File: config.mk
export PLATFORM = sky130hd
export DESIGN_NAME = pci_pin_change_interrupt
export DESIGN_NICKNAME = d
export VERILOG_FILES = /design/src/pci_pkg.sv /design/src/pci_pin_sync.sv /design/src/pci_pin_change_interrupt.sv
export VERILOG_INCLUDE_DIRS = /design/src
export SDC_FILE = /design/constraint.sdc
export NUM_CORES = 1
export LEC_CHECK = 0
export BUFFER_PORTS_ARGS = -buffer_cell sky130_fd_sc_hd__buf_2
export CORE_ASPECT_RATIO = 0.8
export CORE_MARGIN = 2
export CORE_UTILIZATION = 59
export DETAILED_ROUTE_END_ITERATION = 10
export HOLD_SLACK_MARGIN = 0.02
export PLACE_DENSITY = 0.8
export SLEW_MARGIN = 20
export SYNTH_ARGS = -nofsm -noshare
export SYNTH_HDL_FRONTEND = slang
export SYNTH_SLANG_ARGS = --single-unit
File: constraint.sdc
create_clock -name pclk -period 2.2 [get_ports pclk]
set_input_delay 0.22 -clock pclk [delete_from_list [all_inputs] [get_ports pclk]]
set_output_delay 0.22 -clock pclk [all_outputs]
set_load 0.005 [all_outputs]
File: src/pci_cfg.svh
`ifndef PCI_CFG_SVH
`define PCI_CFG_SVH

// Register byte addresses, ports first, one 16-byte slot per port
`define PCI_ADDR_W          12
`define PCI_PORT_STRIDE     12'h010
`define PCI_RISE_OFS        4'h0
`define PCI_FALL_OFS        4'h4
`define PCI_FLAG_OFS        4'h8
`define PCI_MASTER_ADDR     12'h080
`define PCI_MDIS_ADDR       12'h084
`define PCI_SUMMARY_ADDR    12'h088
`define PCI_ISTAT_ADDR      12'h08C
`define PCI_IEN_ADDR        12'h090
`define PCI_ICLR_ADDR       12'h094

// Field positions
`define PCI_MASTER_BIT      0
`define PCI_MDIS_BIT        0
`define PCI_SUMMARY_BIT     0
`define PCI_EV_CHANGE_BIT   0
`define PCI_EV_WAKE_BIT     1
`define PCI_EV_W            2

// Reset values
`define PCI_EDGE_EN_RST     1'b0
`define PCI_FLAG_RST        1'b0
`define PCI_CTRL_RST        1'b0

// Documented port geometry and the index of the optional fourth port
`define PCI_NUM_PORTS       5
`define PCI_PORT_W          8
`define PCI_FOURTH_PORT_IDX 3

// Synchroniser depth in clock edges before an edge can be seen
`define PCI_SYNC_STAGES     2

`endif

File: src/pci_pkg.sv
`include "pci_cfg.svh"

package pci_pkg;

    typedef logic [31:0] pci_word_t;

    typedef logic [`PCI_EV_W-1:0] pci_event_t;

    typedef enum {
        PCI_K_NONE,
        PCI_K_RISE,
        PCI_K_FALL,
        PCI_K_FLAG,
        PCI_K_MASTER,
        PCI_K_MDIS,
        PCI_K_SUMMARY,
        PCI_K_ISTAT,
        PCI_K_IEN,
        PCI_K_ICLR
    } pci_reg_kind_t;

endpackage

File: src/pci_pin_sync.sv
`timescale 1ns/1ps
`include "pci_cfg.svh"

module pci_pin_sync #(
    parameter int WIDTH = 8
) (
    input  wire logic             pclk,
    input  wire logic             presetn,
    input  wire logic [WIDTH-1:0] pin_async,
    output logic      [WIDTH-1:0] rise_pulse,
    output logic      [WIDTH-1:0] fall_pulse
);
    import pci_pkg::*;

    logic [WIDTH-1:0] meta_ff;
    logic [WIDTH-1:0] sync_ff;
    logic [WIDTH-1:0] prev_ff;
    logic [WIDTH-1:0] rise_ff;
    logic [WIDTH-1:0] fall_ff;

    // First stage feeds only the second stage
    always_ff @(posedge pclk or negedge presetn) begin
        if (!presetn) begin
            meta_ff <= '0;
            sync_ff <= '0;
        end else begin
            meta_ff <= pin_async;
            sync_ff <= meta_ff;
        end
    end

    // Edge found by comparing this sample with the one before
    always_ff @(posedge pclk or negedge presetn) begin
        if (!presetn) begin
            prev_ff <= '0;
            rise_ff <= '0;
            fall_ff <= '0;
        end else begin
            prev_ff <= sync_ff;
            rise_ff <= sync_ff & ~prev_ff;
            fall_ff <= ~sync_ff & prev_ff;
        end
    end

    assign rise_pulse = rise_ff;
    assign fall_pulse = fall_ff;

endmodule // pci_pin_sync

File: src/pci_pin_change_interrupt.sv
// Added by the designer: the placing of the registers and the APB slave port.
`timescale 1ns/1ps
`include "pci_cfg.svh"

// Notes on behaviour
// - Every pin of every port can detect changes, except the fourth port on small variant.
// - Each pin is configured on its own; any combination may request.
// - Change request is raised only while the master enable bit is set.
// - With master enable clear, edges still set flags but no request.
// - Rising edges count only where the pin's rise enable bit is set.
// - Falling edges count only where the pin's fall enable bit is set.
// - Both enables set means edges in either direction count.
// - A counted edge sets the pin's flag, which then stays set.
// - A newly set flag requests an interrupt when master enable is set.
// - Summary flag reads set whenever any pin flag of any port is set.
// - Writing zero to a flag bit clears that flag.
// - An edge during a clearing write leaves the flag set.
// - With master enable set, a detected change wakes the device from sleep.
// - Edges seen in sleep update flags before the first instruction after wake.
// - Module disable bit 0 turns off change detection on all ports.
module pci_pin_change_interrupt #(
    parameter int NUM_PORTS       = `PCI_NUM_PORTS,
    parameter int PORT_W          = `PCI_PORT_W,
    parameter bit HAS_FOURTH_PORT = 1'b1
) (
    input  wire logic                        pclk,
    input  wire logic                        presetn,
    input  wire logic                        psel,
    input  wire logic                        penable,
    input  wire logic                        pwrite,
    input  wire logic [`PCI_ADDR_W-1:0]      paddr,
    input  wire pci_pkg::pci_word_t          pwdata,
    input  wire logic [3:0]                  pstrb,
    output pci_pkg::pci_word_t               prdata,
    output logic                             pready,
    output logic                             pslverr,
    input  wire logic [NUM_PORTS*PORT_W-1:0] port_pins,
    input  wire logic                        sleep_mode,
    output logic                             change_irq_req,
    output logic                             wake_req,
    output logic                             irq
);
    import pci_pkg::*;

    localparam int NB = NUM_PORTS * PORT_W;

    generate
        if (NUM_PORTS < 1 || NUM_PORTS > 8 || PORT_W < 1 || PORT_W > 32) begin : g_bad
            $error("pci_pin_change_interrupt: NUM_PORTS 1..8, PORT_W 1..32");
        end
    endgenerate

    function automatic pci_reg_kind_t reg_kind(input logic [`PCI_ADDR_W-1:0] a);
        pci_reg_kind_t k;
        k = PCI_K_NONE;
        if (int'(a) < NUM_PORTS * int'(`PCI_PORT_STRIDE)) begin
            case (a[3:0])
                `PCI_RISE_OFS: k = PCI_K_RISE;
                `PCI_FALL_OFS: k = PCI_K_FALL;
                `PCI_FLAG_OFS: k = PCI_K_FLAG;
                default:       k = PCI_K_NONE;
            endcase
        end else begin
            case (a)
                `PCI_MASTER_ADDR:  k = PCI_K_MASTER;
                `PCI_MDIS_ADDR:    k = PCI_K_MDIS;
                `PCI_SUMMARY_ADDR: k = PCI_K_SUMMARY;
                `PCI_ISTAT_ADDR:   k = PCI_K_ISTAT;
                `PCI_IEN_ADDR:     k = PCI_K_IEN;
                `PCI_ICLR_ADDR:    k = PCI_K_ICLR;
                default:           k = PCI_K_NONE;
            endcase
        end
        return k;
    endfunction

    logic [NB-1:0]      rise_en_ff;
    logic [NB-1:0]      fall_en_ff;
    logic [NB-1:0]      flag_ff;
    logic [NB-1:0]      nxt_flag;
    logic [NB-1:0]      rise_pulse;
    logic [NB-1:0]      fall_pulse;
    logic [NB-1:0]      hit;
    logic [NB-1:0]      port_ok;
    logic               master_en_ff;
    logic               mdis_ff;
    logic               summary;
    pci_event_t         istat_ff;
    pci_event_t         ien_ff;
    pci_event_t         ev_set;
    pci_word_t          prdata_ff;
    pci_word_t          nxt_prdata;
    logic               pslverr_ff;
    pci_reg_kind_t      kind;
    logic [2:0]         port_idx;
    logic               setup;
    logic               wr;
    logic               wr_lo;
    logic [PORT_W-1:0]  wdata_port;

    assign kind       = reg_kind(paddr);
    assign port_idx   = paddr[6:4];
    assign setup      = psel & ~penable;
    // Narrow registers live in the low byte lanes only
    assign wr_lo      = (PORT_W <= 8) ? pstrb[0] : (&pstrb);
    assign wr         = psel & penable & pwrite & wr_lo;
    assign wdata_port = pwdata[PORT_W-1:0];

    // Pins of an absent fourth port never detect anything
    genvar gp;
    generate
        for (gp = 0; gp < NUM_PORTS; gp++) begin : g_port
            if (gp == `PCI_FOURTH_PORT_IDX && !HAS_FOURTH_PORT) begin : g_absent
                assign port_ok[gp*PORT_W +: PORT_W] = '0;
            end else begin : g_present
                assign port_ok[gp*PORT_W +: PORT_W] = '1;
            end
            pci_pin_sync #(
                .WIDTH (PORT_W)
            ) u_sync (
                .pclk       (pclk),
                .presetn    (presetn),
                .pin_async  (port_pins[gp*PORT_W +: PORT_W]),
                .rise_pulse (rise_pulse[gp*PORT_W +: PORT_W]),
                .fall_pulse (fall_pulse[gp*PORT_W +: PORT_W])
            );
        end
    endgenerate

    // Per-pin qualification; both enables give both directions
    assign hit = ((rise_pulse & rise_en_ff)
               | (fall_pulse & fall_en_ff))
               & port_ok & {NB{~mdis_ff}};

    // Edge enables; disable holds them in reset, as it clears the pin flags (master, IEN and ISTAT keep their values)
    always_ff @(posedge pclk or negedge presetn) begin
        if (!presetn) begin
            rise_en_ff <= {NB{`PCI_EDGE_EN_RST}};
            fall_en_ff <= {NB{`PCI_EDGE_EN_RST}};
        end else if (mdis_ff) begin
            rise_en_ff <= {NB{`PCI_EDGE_EN_RST}};
            fall_en_ff <= {NB{`PCI_EDGE_EN_RST}};
        end else if (wr && kind == PCI_K_RISE) begin
            rise_en_ff[port_idx*PORT_W +: PORT_W] <=
                wdata_port & port_ok[port_idx*PORT_W +: PORT_W];
        end else if (wr && kind == PCI_K_FALL) begin
            fall_en_ff[port_idx*PORT_W +: PORT_W] <=
                wdata_port & port_ok[port_idx*PORT_W +: PORT_W];
        end
    end

    // Written value lands first, then fresh edges are OR-ed over it
    always_comb begin
        nxt_flag = flag_ff;
        if (wr && kind == PCI_K_FLAG) begin
            nxt_flag[port_idx*PORT_W +: PORT_W] =
                wdata_port & port_ok[port_idx*PORT_W +: PORT_W];
        end
        nxt_flag = nxt_flag | hit;
        if (mdis_ff) begin
            nxt_flag = '0;
        end
    end

    // Flags update the cycle after the edge, asleep or not
    always_ff @(posedge pclk or negedge presetn) begin
        if (!presetn) begin
            flag_ff <= {NB{`PCI_FLAG_RST}};
        end else begin
            flag_ff <= nxt_flag;
        end
    end

    assign summary = |flag_ff;

    always_ff @(posedge pclk or negedge presetn) begin
        if (!presetn) begin
            master_en_ff <= `PCI_CTRL_RST;
        end else if (wr && kind == PCI_K_MASTER) begin
            master_en_ff <= pwdata[`PCI_MASTER_BIT];
        end
    end

    always_ff @(posedge pclk or negedge presetn) begin
        if (!presetn) begin
            mdis_ff <= `PCI_CTRL_RST;
        end else if (wr && kind == PCI_K_MDIS) begin
            mdis_ff <= pwdata[`PCI_MDIS_BIT];
        end
    end

    // Flags keep counting with the master switch off
    assign change_irq_req = master_en_ff & summary;
    assign wake_req       = sleep_mode & master_en_ff & summary;

    // Event sources for the sticky status bits
    always_comb begin
        ev_set = '0;
        ev_set[`PCI_EV_CHANGE_BIT] = master_en_ff & (|hit);
        ev_set[`PCI_EV_WAKE_BIT]   = sleep_mode & master_en_ff & (|hit);
    end

    // A new event beats a clear written in the same cycle
    always_ff @(posedge pclk or negedge presetn) begin
        if (!presetn) begin
            istat_ff <= '0;
        end else if (wr && kind == PCI_K_ICLR) begin
            istat_ff <= (istat_ff & ~pwdata[`PCI_EV_W-1:0]) | ev_set;
        end else begin
            istat_ff <= istat_ff | ev_set;
        end
    end

    always_ff @(posedge pclk or negedge presetn) begin
        if (!presetn) begin
            ien_ff <= '0;
        end else if (wr && kind == PCI_K_IEN) begin
            ien_ff <= pwdata[`PCI_EV_W-1:0];
        end
    end

    assign irq = |(istat_ff & ien_ff);

    // Read mux; while disabled the port registers read as zero
    always_comb begin
        nxt_prdata = '0;
        case (kind)
            PCI_K_RISE:    nxt_prdata[PORT_W-1:0] = rise_en_ff[port_idx*PORT_W +: PORT_W];
            PCI_K_FALL:    nxt_prdata[PORT_W-1:0] = fall_en_ff[port_idx*PORT_W +: PORT_W];
            PCI_K_FLAG:    nxt_prdata[PORT_W-1:0] = flag_ff[port_idx*PORT_W +: PORT_W];
            PCI_K_MASTER:  nxt_prdata[`PCI_MASTER_BIT] = master_en_ff;
            PCI_K_MDIS:    nxt_prdata[`PCI_MDIS_BIT] = mdis_ff;
            PCI_K_SUMMARY: nxt_prdata[`PCI_SUMMARY_BIT] = summary;
            PCI_K_ISTAT:   nxt_prdata[`PCI_EV_W-1:0] = istat_ff;
            PCI_K_IEN:     nxt_prdata[`PCI_EV_W-1:0] = ien_ff;
            default:       nxt_prdata = '0;
        endcase
    end

    // Read data and error are captured in the setup cycle, so no wait state
    always_ff @(posedge pclk or negedge presetn) begin
        if (!presetn) begin
            prdata_ff  <= '0;
            pslverr_ff <= 1'b0;
        end else if (setup) begin
            prdata_ff  <= pwrite ? '0 : nxt_prdata;
            pslverr_ff <= (kind == PCI_K_NONE);
        end
    end

    assign prdata  = prdata_ff;
    assign pready  = 1'b1;
    assign pslverr = pslverr_ff & psel & penable;
endmodule // pci_pin_change_interrupt

==> results of run 1 <==
-- cell families after synthesis --
| kind of cell | share of synthesized area [%] |
|---|---|
| compound gates | 11.6 |
| fa+ha+maj | 0.655 |
| buf+inv | 3.15 |
| flops | 62.7 |
| mux | 7.43 |
| other cells | 0.0562 |
| simple gates | 14.3 |
-- sequential cells by signal (all words and copies together), names as in the netlist, 40 cells and up --
register	flops
g_port.u_sync.meta_ff	40
rise_en_ff	40
g_port.u_sync.rise_pulse	40
g_port.u_sync.prev_ff	40
flag_ff	40
g_port.u_sync.sync_ff	40
g_port.u_sync.fall_pulse	40
fall_en_ff	40
-- power breakdown --
part / internal, W / leakage [nW] / total [W] / switching (W)
clock: 0.00364 / 0.568 / 0.00599 / 0.00235
sequential: 0.00638 / 4.11 / 0.00651 / 0.000131
combinational: 0.000343 / 2.83 / 0.000785 / 0.000441
total: 0.0104 / 7.50 / 0.0133 / 0.00292
-- layout by cell type, fill, tap and decap left out, drive strengths merged, types with 8 or more instances in the layout --
| master | n |
|---|---|
| a22o | 8 |
| nor2b | 96 |
| nand4 | 21 |
| clkbuf | 39 |
| mux2i | 44 |
| dfrtp | 335 |
| buf | 194 |
| conb | 25 |
| nand3 | 20 |
| o22ai | 16 |
| dlygate4sd3 | 47 |
| bufinv | 8 |
| o21ai | 64 |
| nor3 | 10 |
| nand3b | 24 |
| nand2 | 77 |
| nor4 | 15 |
| a21boi | 16 |
| nor2 | 41 |
| a22oi | 63 |
| a21oi | 29 |
| mux2 | 11 |
| mux4 | 19 |
| o2bb2ai | 8 |
| clkinv | 11 |
| and2 | 12 |
-- through the flow --
stage	total power, W	setup WS [ns]	std cells	area [um^2]
after floorplan	0.00690	-0.111	1100	13600
after global placement	0.00729	-0.112	1521	14900
after detailed placement	0.00731	-0.154	1521	14900
after CTS	0.0133	-0.135	1628	16600
after global routing	0.0137	-0.262	1629	16700
final	0.0133	-0.191	1629	16700
-- area by class of cell --
cell class,instances,area (um^2),area share [%]
clock buffer,39,836,5.01
clock inverter,18,309,1.85
inverter,6,46.3,0.278
multi-input combinational,684,4800,28.8
sequential,335,8390,50.3
tap,306,383,2.30
timing repair buffer,241,1920,11.5
-- worst paths after layout --
kind | startpoint | to | slack (ns) | cells after the start
worst max-delay path | flag_ff[38]$_DFF_PN0_ | wake_req | -0.19 | 7
worst min register to register | g_port[0].u_sync.meta_ff[2]$_DFF_PN0_ | g_port[0].u_sync.sync_ff[2]$_DFF_PN0_ | 0.35 | 0
min in group asynchronous | presetn | g_port[4].u_sync.meta_ff[1]$_DFF_PN0_ | 0.19 | 2
max in group asynchronous | presetn | g_port[4].u_sync.rise_pulse[5]$_DFF_PN0_ | 1.17 | 3
worst max register to register | rise_en_ff[3]$_DFFE_PN0P_ | istat_ff[1]$_DFF_PN0_ | 0.08 | 6
worst min-delay path | pwrite | prdata[0]$_DFFE_PN0P_ | 0.06 | 4
-- routing by layer --
| layer | share of wire, % | wire [um] |
|---|---|---|
| met3 | 7.9 | 2960 |
| met2 | 48 | 17800 |
| met1 | 41 | 15300 |
| met5 | 0 | 0 |
| met4 | 4.0 | 1490 |
-- critical path, delay by kind of cell, from the launching register on --
family | cells | cell delay, ns
AND/OR/NAND/NOR | 5 | 0.91
flip-flops | 1 | 0.42
buffers and inverters | 2 | 0.26
-- timing repair --
item	CTS	global route
buffers inserted	3	1
endpoints found under the setup margin	2	2
pin swaps	6	3
endpoints found under the hold margin	124	0
resized for setup	12	6
hold buffers	47	0
==> flow_summary.json, run 1 <==
{
  "num_antenna_cells": 0,
  "status": "complete, but fails checks",
  "setup_tns_ns": -0.265,
  "synth_area_um2": 13400,
  "crit_path_end_kind": "output port",
  "grt_util_met1_pct": 45.8,
  "use_met3_pct": 6.34,
  "yosys-top-cells-area": "dfrtp_1 63%, nor2b_1 4.5%, a22oi_1 3.5%",
  "fin_hold_ws_ns": 0.0586,
  "hpwl_um": 26300,
  "worstPathCellList": "nor4_4 > nand4_1 > nor3_2 > buf_4 > nor2b_4 > and2_4 > buf_6",
  "postLayoutCoreUtil_pct": 74.5,
  "cp-start-kind": "register",
  "synth-seq-cells": 335,
  "max-cap-violations": 0,
  "drive_above_1_share_pct": 23.6,
  "drtAntennaViolNets": 0,
  "netlist_instances": 1077,
  "area_growth_pct": 24.8,
  "skew_ns": 0.00883,
  "dieArea_um2": 23900,
  "root_buffer": "clkbuf_16",
  "clkLatencyLatePin_ns": 0.58,
  "nets": 1400,
  "initial_core_util_pct": 59.7,
  "min_period_ns": 2.39,
  "drc": 0,
  "yosysTopAreaCell": "dfrtp_1",
  "synth_edf_count": 0,
  "rsz0062_at_grt": "true",
  "drtIter0Drc": 1079,
  "ctsHtreeMaxLevel": 1,
  "synth.most_common_cell": "dfrtp_1",
  "grt_max_degree": 85,
  "violations": "negative setup slack",
  "netlist.area_leader.share_pct": 62.7,
  "top_usage_layer": "met2",
  "io-pin-count": 131,
  "worstSetupPathType": "reg2out",
  "worst_path_max_delay_cell": "dfrtp_1",
  "cts_tree": "done",
  "die_w_um": 172,
  "antenna_found_initial": 0,
  "syn_area_per_cell_um2": 12.4,
  "cp_max_fo": 3,
  "synth_cell_types": 65,
  "clock.fmax_mhz": 418,
  "seq_area_frac_synth_pct": 62.7,
  "async_reset_ff_share_pct": 100,
  "layout_worst_path_cycle_share_pct": 109,
  "slew_violations": 0,
  "clk_pin_slew_ns": 0.07,
  "vias_per_cell": 6.12,
  "place.gp.congestion": 0.985,
  "setup_ws_ns": -0.191,
  "hold_viol": 0,
  "fill_cells": 1457,
  "worst_slew_pin_slew_ns": 0.521,
  "core_area_um2": 22400,
  "synth_flop_cell": "dfrtp_1",
  "via_count": 9969,
  "grt_overflow": 0,
  "avgRoutedWirePerCell_um": 23.1,
  "core.rowCount": 49,
  "max_slew_margin_pct": 65.2,
  "yosys_warnings": 0,
  "leakage_nw": 7.50,
  "grt_pass1_vias": 10047,
  "grt_usage_pct": 32.6,
  "firstDrtPassIters": 8,
  "cts_buffer_depth": 3,
  "critPathMaxStageDelay_ns": 0.42,
  "cts_buffers": 31,
  "grtUsageMet2_pct": 51.9,
  "p_per_area_nw_per_um2": 796,
  "required_ns": 1.98,
  "setup_viol": 2,
  "grt_pass1_wl_um": 58500,
  "die_h_um": 139,
  "io_buffers": 78,
  "peakVddDrop_mv": 0.851,
  "synth_common_cells": "335 x dfrtp_1, 96 x nor2b_1, 77 x nand2_1",
  "worstPathArrival_ns": 2.17,
  "worstHoldPathType": "in2reg",
  "cts_num_sinks": 335,
  "wl_um": 37600
}
Note: power is estimated with default switching activity, not from simulation.
==> inputs of run 2 (changes only) <==
Settings changed: HOLD_SLACK_MARGIN 0.02 to not set, MAX_ROUTING_LAYER set to met4, SLEW_MARGIN 20 to 10.
==> flow_summary.json, run 2 (synthesis gave the netlist of run 1 again) <==
{
  "grt_overflow": 0,
  "area_growth_pct": 24.9,
  "cts_num_sinks": 335,
  "die_h_um": 139,
  "drtIter0Drc": 1107,
  "core_area_um2": 22400,
  "setup_viol": 2,
  "nets": 1404,
  "setup_ws_ns": -0.192,
  "slew_violations": 0,
  "firstDrtPassIters": 5,
  "route.met3.wl_um": 3560,
  "worstPathArrival_ns": 2.17,
  "max-cap-violations": 0,
  "layout_common_cells": "334 x dfrtp_1, 110 x buf_4, 93 x nor2b_1, 77 x nand2_1, 77 x buf_2",
  "die_w_um": 172,
  "hold_viol": 0,
  "crit_start": "flag_ff[38]$_DFF_PN0_",
  "clock.fmax_mhz": 418,
  "r2r-end": "istat_ff[1]$_DFF_PN0_",
  "io_buffers": 78,
  "p_per_area_nw_per_um2": 789,
  "r2r_cells": 5,
  "max_slew_margin_pct": 54.2,
  "dp.cells": 1528,
  "crit_path_end_kind": "output port",
  "drive_above_1_share_pct": 24.0,
  "dr_wl_met2_um": 17800,
  "required_ns": 1.98,
  "grt_usage_pct": 33.5,
  "via_count": 9875,
  "finalPower_w": 0.0132,
  "skew_ns": 0.0366,
  "endpoint": "wake_req",
  "initial_core_util_pct": 59.7,
  "layout_worst_path_cycle_share_pct": 109,
  "final_common_cell": "dfrtp_1",
  "worstHoldPathType": "in2reg",
  "ctsHtreeMaxLevel": 1,
  "cts_buffers": 30,
  "antenna_found_initial": 2,
  "wl_um": 37600,
  "min_period_ns": 2.39,
  "dieArea_um2": 23900,
  "worst_slew_pin_slew_ns": 0.684,
  "peakVddDrop_mv": 0.804,
  "cp-start-kind": "register",
  "clkLatencyLatePin_ns": 0.59,
  "stdcell_count": 1635,
  "status": "complete, but fails checks",
  "vias_per_cell": 6.04,
  "postLayoutCoreUtil_pct": 74.6,
  "worstSetupPathType": "reg2out",
  "drtAntennaViolNets": 0,
  "place.gp.congestion": 1.00,
  "r2r_start": "rise_en_ff[39]$_DFFE_PN0P_",
  "leakage_nw": 7.49,
  "reg2reg_slack_ns": 0.18,
  "drc": 0,
  "cp_max_fo": 2,
  "fin_hold_ws_ns": 0.0157,
  "m1WireLength_um": 14600,
  "cts_tree": "done",
  "cts_buffer_depth": 3,
  "root_buffer": "clkbuf_16",
  "grt_pass1_wl_um": 57700,
  "clk_pin_slew_ns": 0.07,
  "violations": "negative setup slack",
  "io-pin-count": 131,
  "hpwl_um": 26500,
  "grt_pass1_vias": 9909,
  "grt_max_degree": 83,
  "core.rowCount": 49,
  "highest_layer": "met4",
  "rsz0062_at_grt": "true",
  "avgRoutedWirePerCell_um": 23.0
}
run 2: cell count changes in the layout (fill, tap and decap cells not counted), moves of 4 or more:
cell           delta
buf_4             +8
clkbuf_8          +5
clkinv_2          -6
dlygate4sd3_1     -4
run 2: final cells by class:
class                   instances  area [um^2]
diodes                          2         5.00
well taps                     306          383
inverters                       6         46.3
clock buffers                  40          868
fillers                      1466         5690
multi-input cells             684         4760
repair buffers                246         1960
clock inverters                16          278
flip-flops and latches        335         8380
run 2: metal layers:
metal / vias to the layer above / track usage [%]
met4: 0 / 12.0
met1: 4909 / 43.6
li1: 4299 / -
met3: 110 / 9.13
met5: - / -
met2: 557 / 51.0
run 2: repair_timing:
action | in CTS | in global routing
hold buffers | 43 | 0
setup buffers | 2 | 4
endpoints found under the hold margin | 276 | 0
cloned | 0 | 0
gates resized for setup | 7 | 3
pin swaps | 4 | 2
endpoints found under the setup margin | 2 | 3
run 2: per-stage QoR:
| stage | cell area, um^2 | TNS (ns) | setup slack (ns) |
|---|---|---|---|
| floorplan | 13600 | -2.98 | -0.111 |
| global placement | 15000 | -8.24 | -0.195 |
| detailed placement | 15000 | -10.40 | -0.210 |
| CTS | 16600 | -0.204 | -0.163 |
| global route | 16700 | -0.421 | -0.276 |
| finish | 16700 | -0.263 | -0.192 |
run 2: worst min-delay path by stage:
| stage | from | endpoint | slack (ns) | cells past startpoint |
|---|---|---|---|---|
| 3_3_place_gp | presetn | g_port[0].u_sync.meta_ff[1]$_DFF_PN0_ | 0.16 | 1 |
| 5_1_grt | pwdata[0] | master_en_ff$_DFFE_PN0P_ | 0.02 | 2 |
| 2_1_floorplan | presetn | fall_en_ff[0]$_DFFE_PN0P_ | -0.08 | 0 |
| 4_1_cts | pwdata[0] | master_en_ff$_DFFE_PN0P_ | 0.001 | 2 |
| 3_5_place_dp | presetn | g_port[1].u_sync.prev_ff[0]$_DFF_PN0_ | 0.16 | 1 |
| 6_report | pwdata[0] | master_en_ff$_DFFE_PN0P_ | 0.02 | 2 |
run 2: worst max-delay path, stage by stage, from the launching register on:
cell and delay, ns:
dfrtp_1 0.41, nor4_2 0.28, buf_4 0.16, nand4_1 0.08, nor3_2 0.24, buf_4 0.17, nor2b_4 0.04, and2_1 0.12
buf_2 0.12
run 2: power by group:
| group | switching [W] | internal (W) |
|---|---|---|
| registers | 0.000126 | 0.00638 |
| logic | 0.000445 | 0.000345 |
| clock network | 0.00236 | 0.00351 |
| total | 0.00293 | 0.0102 |
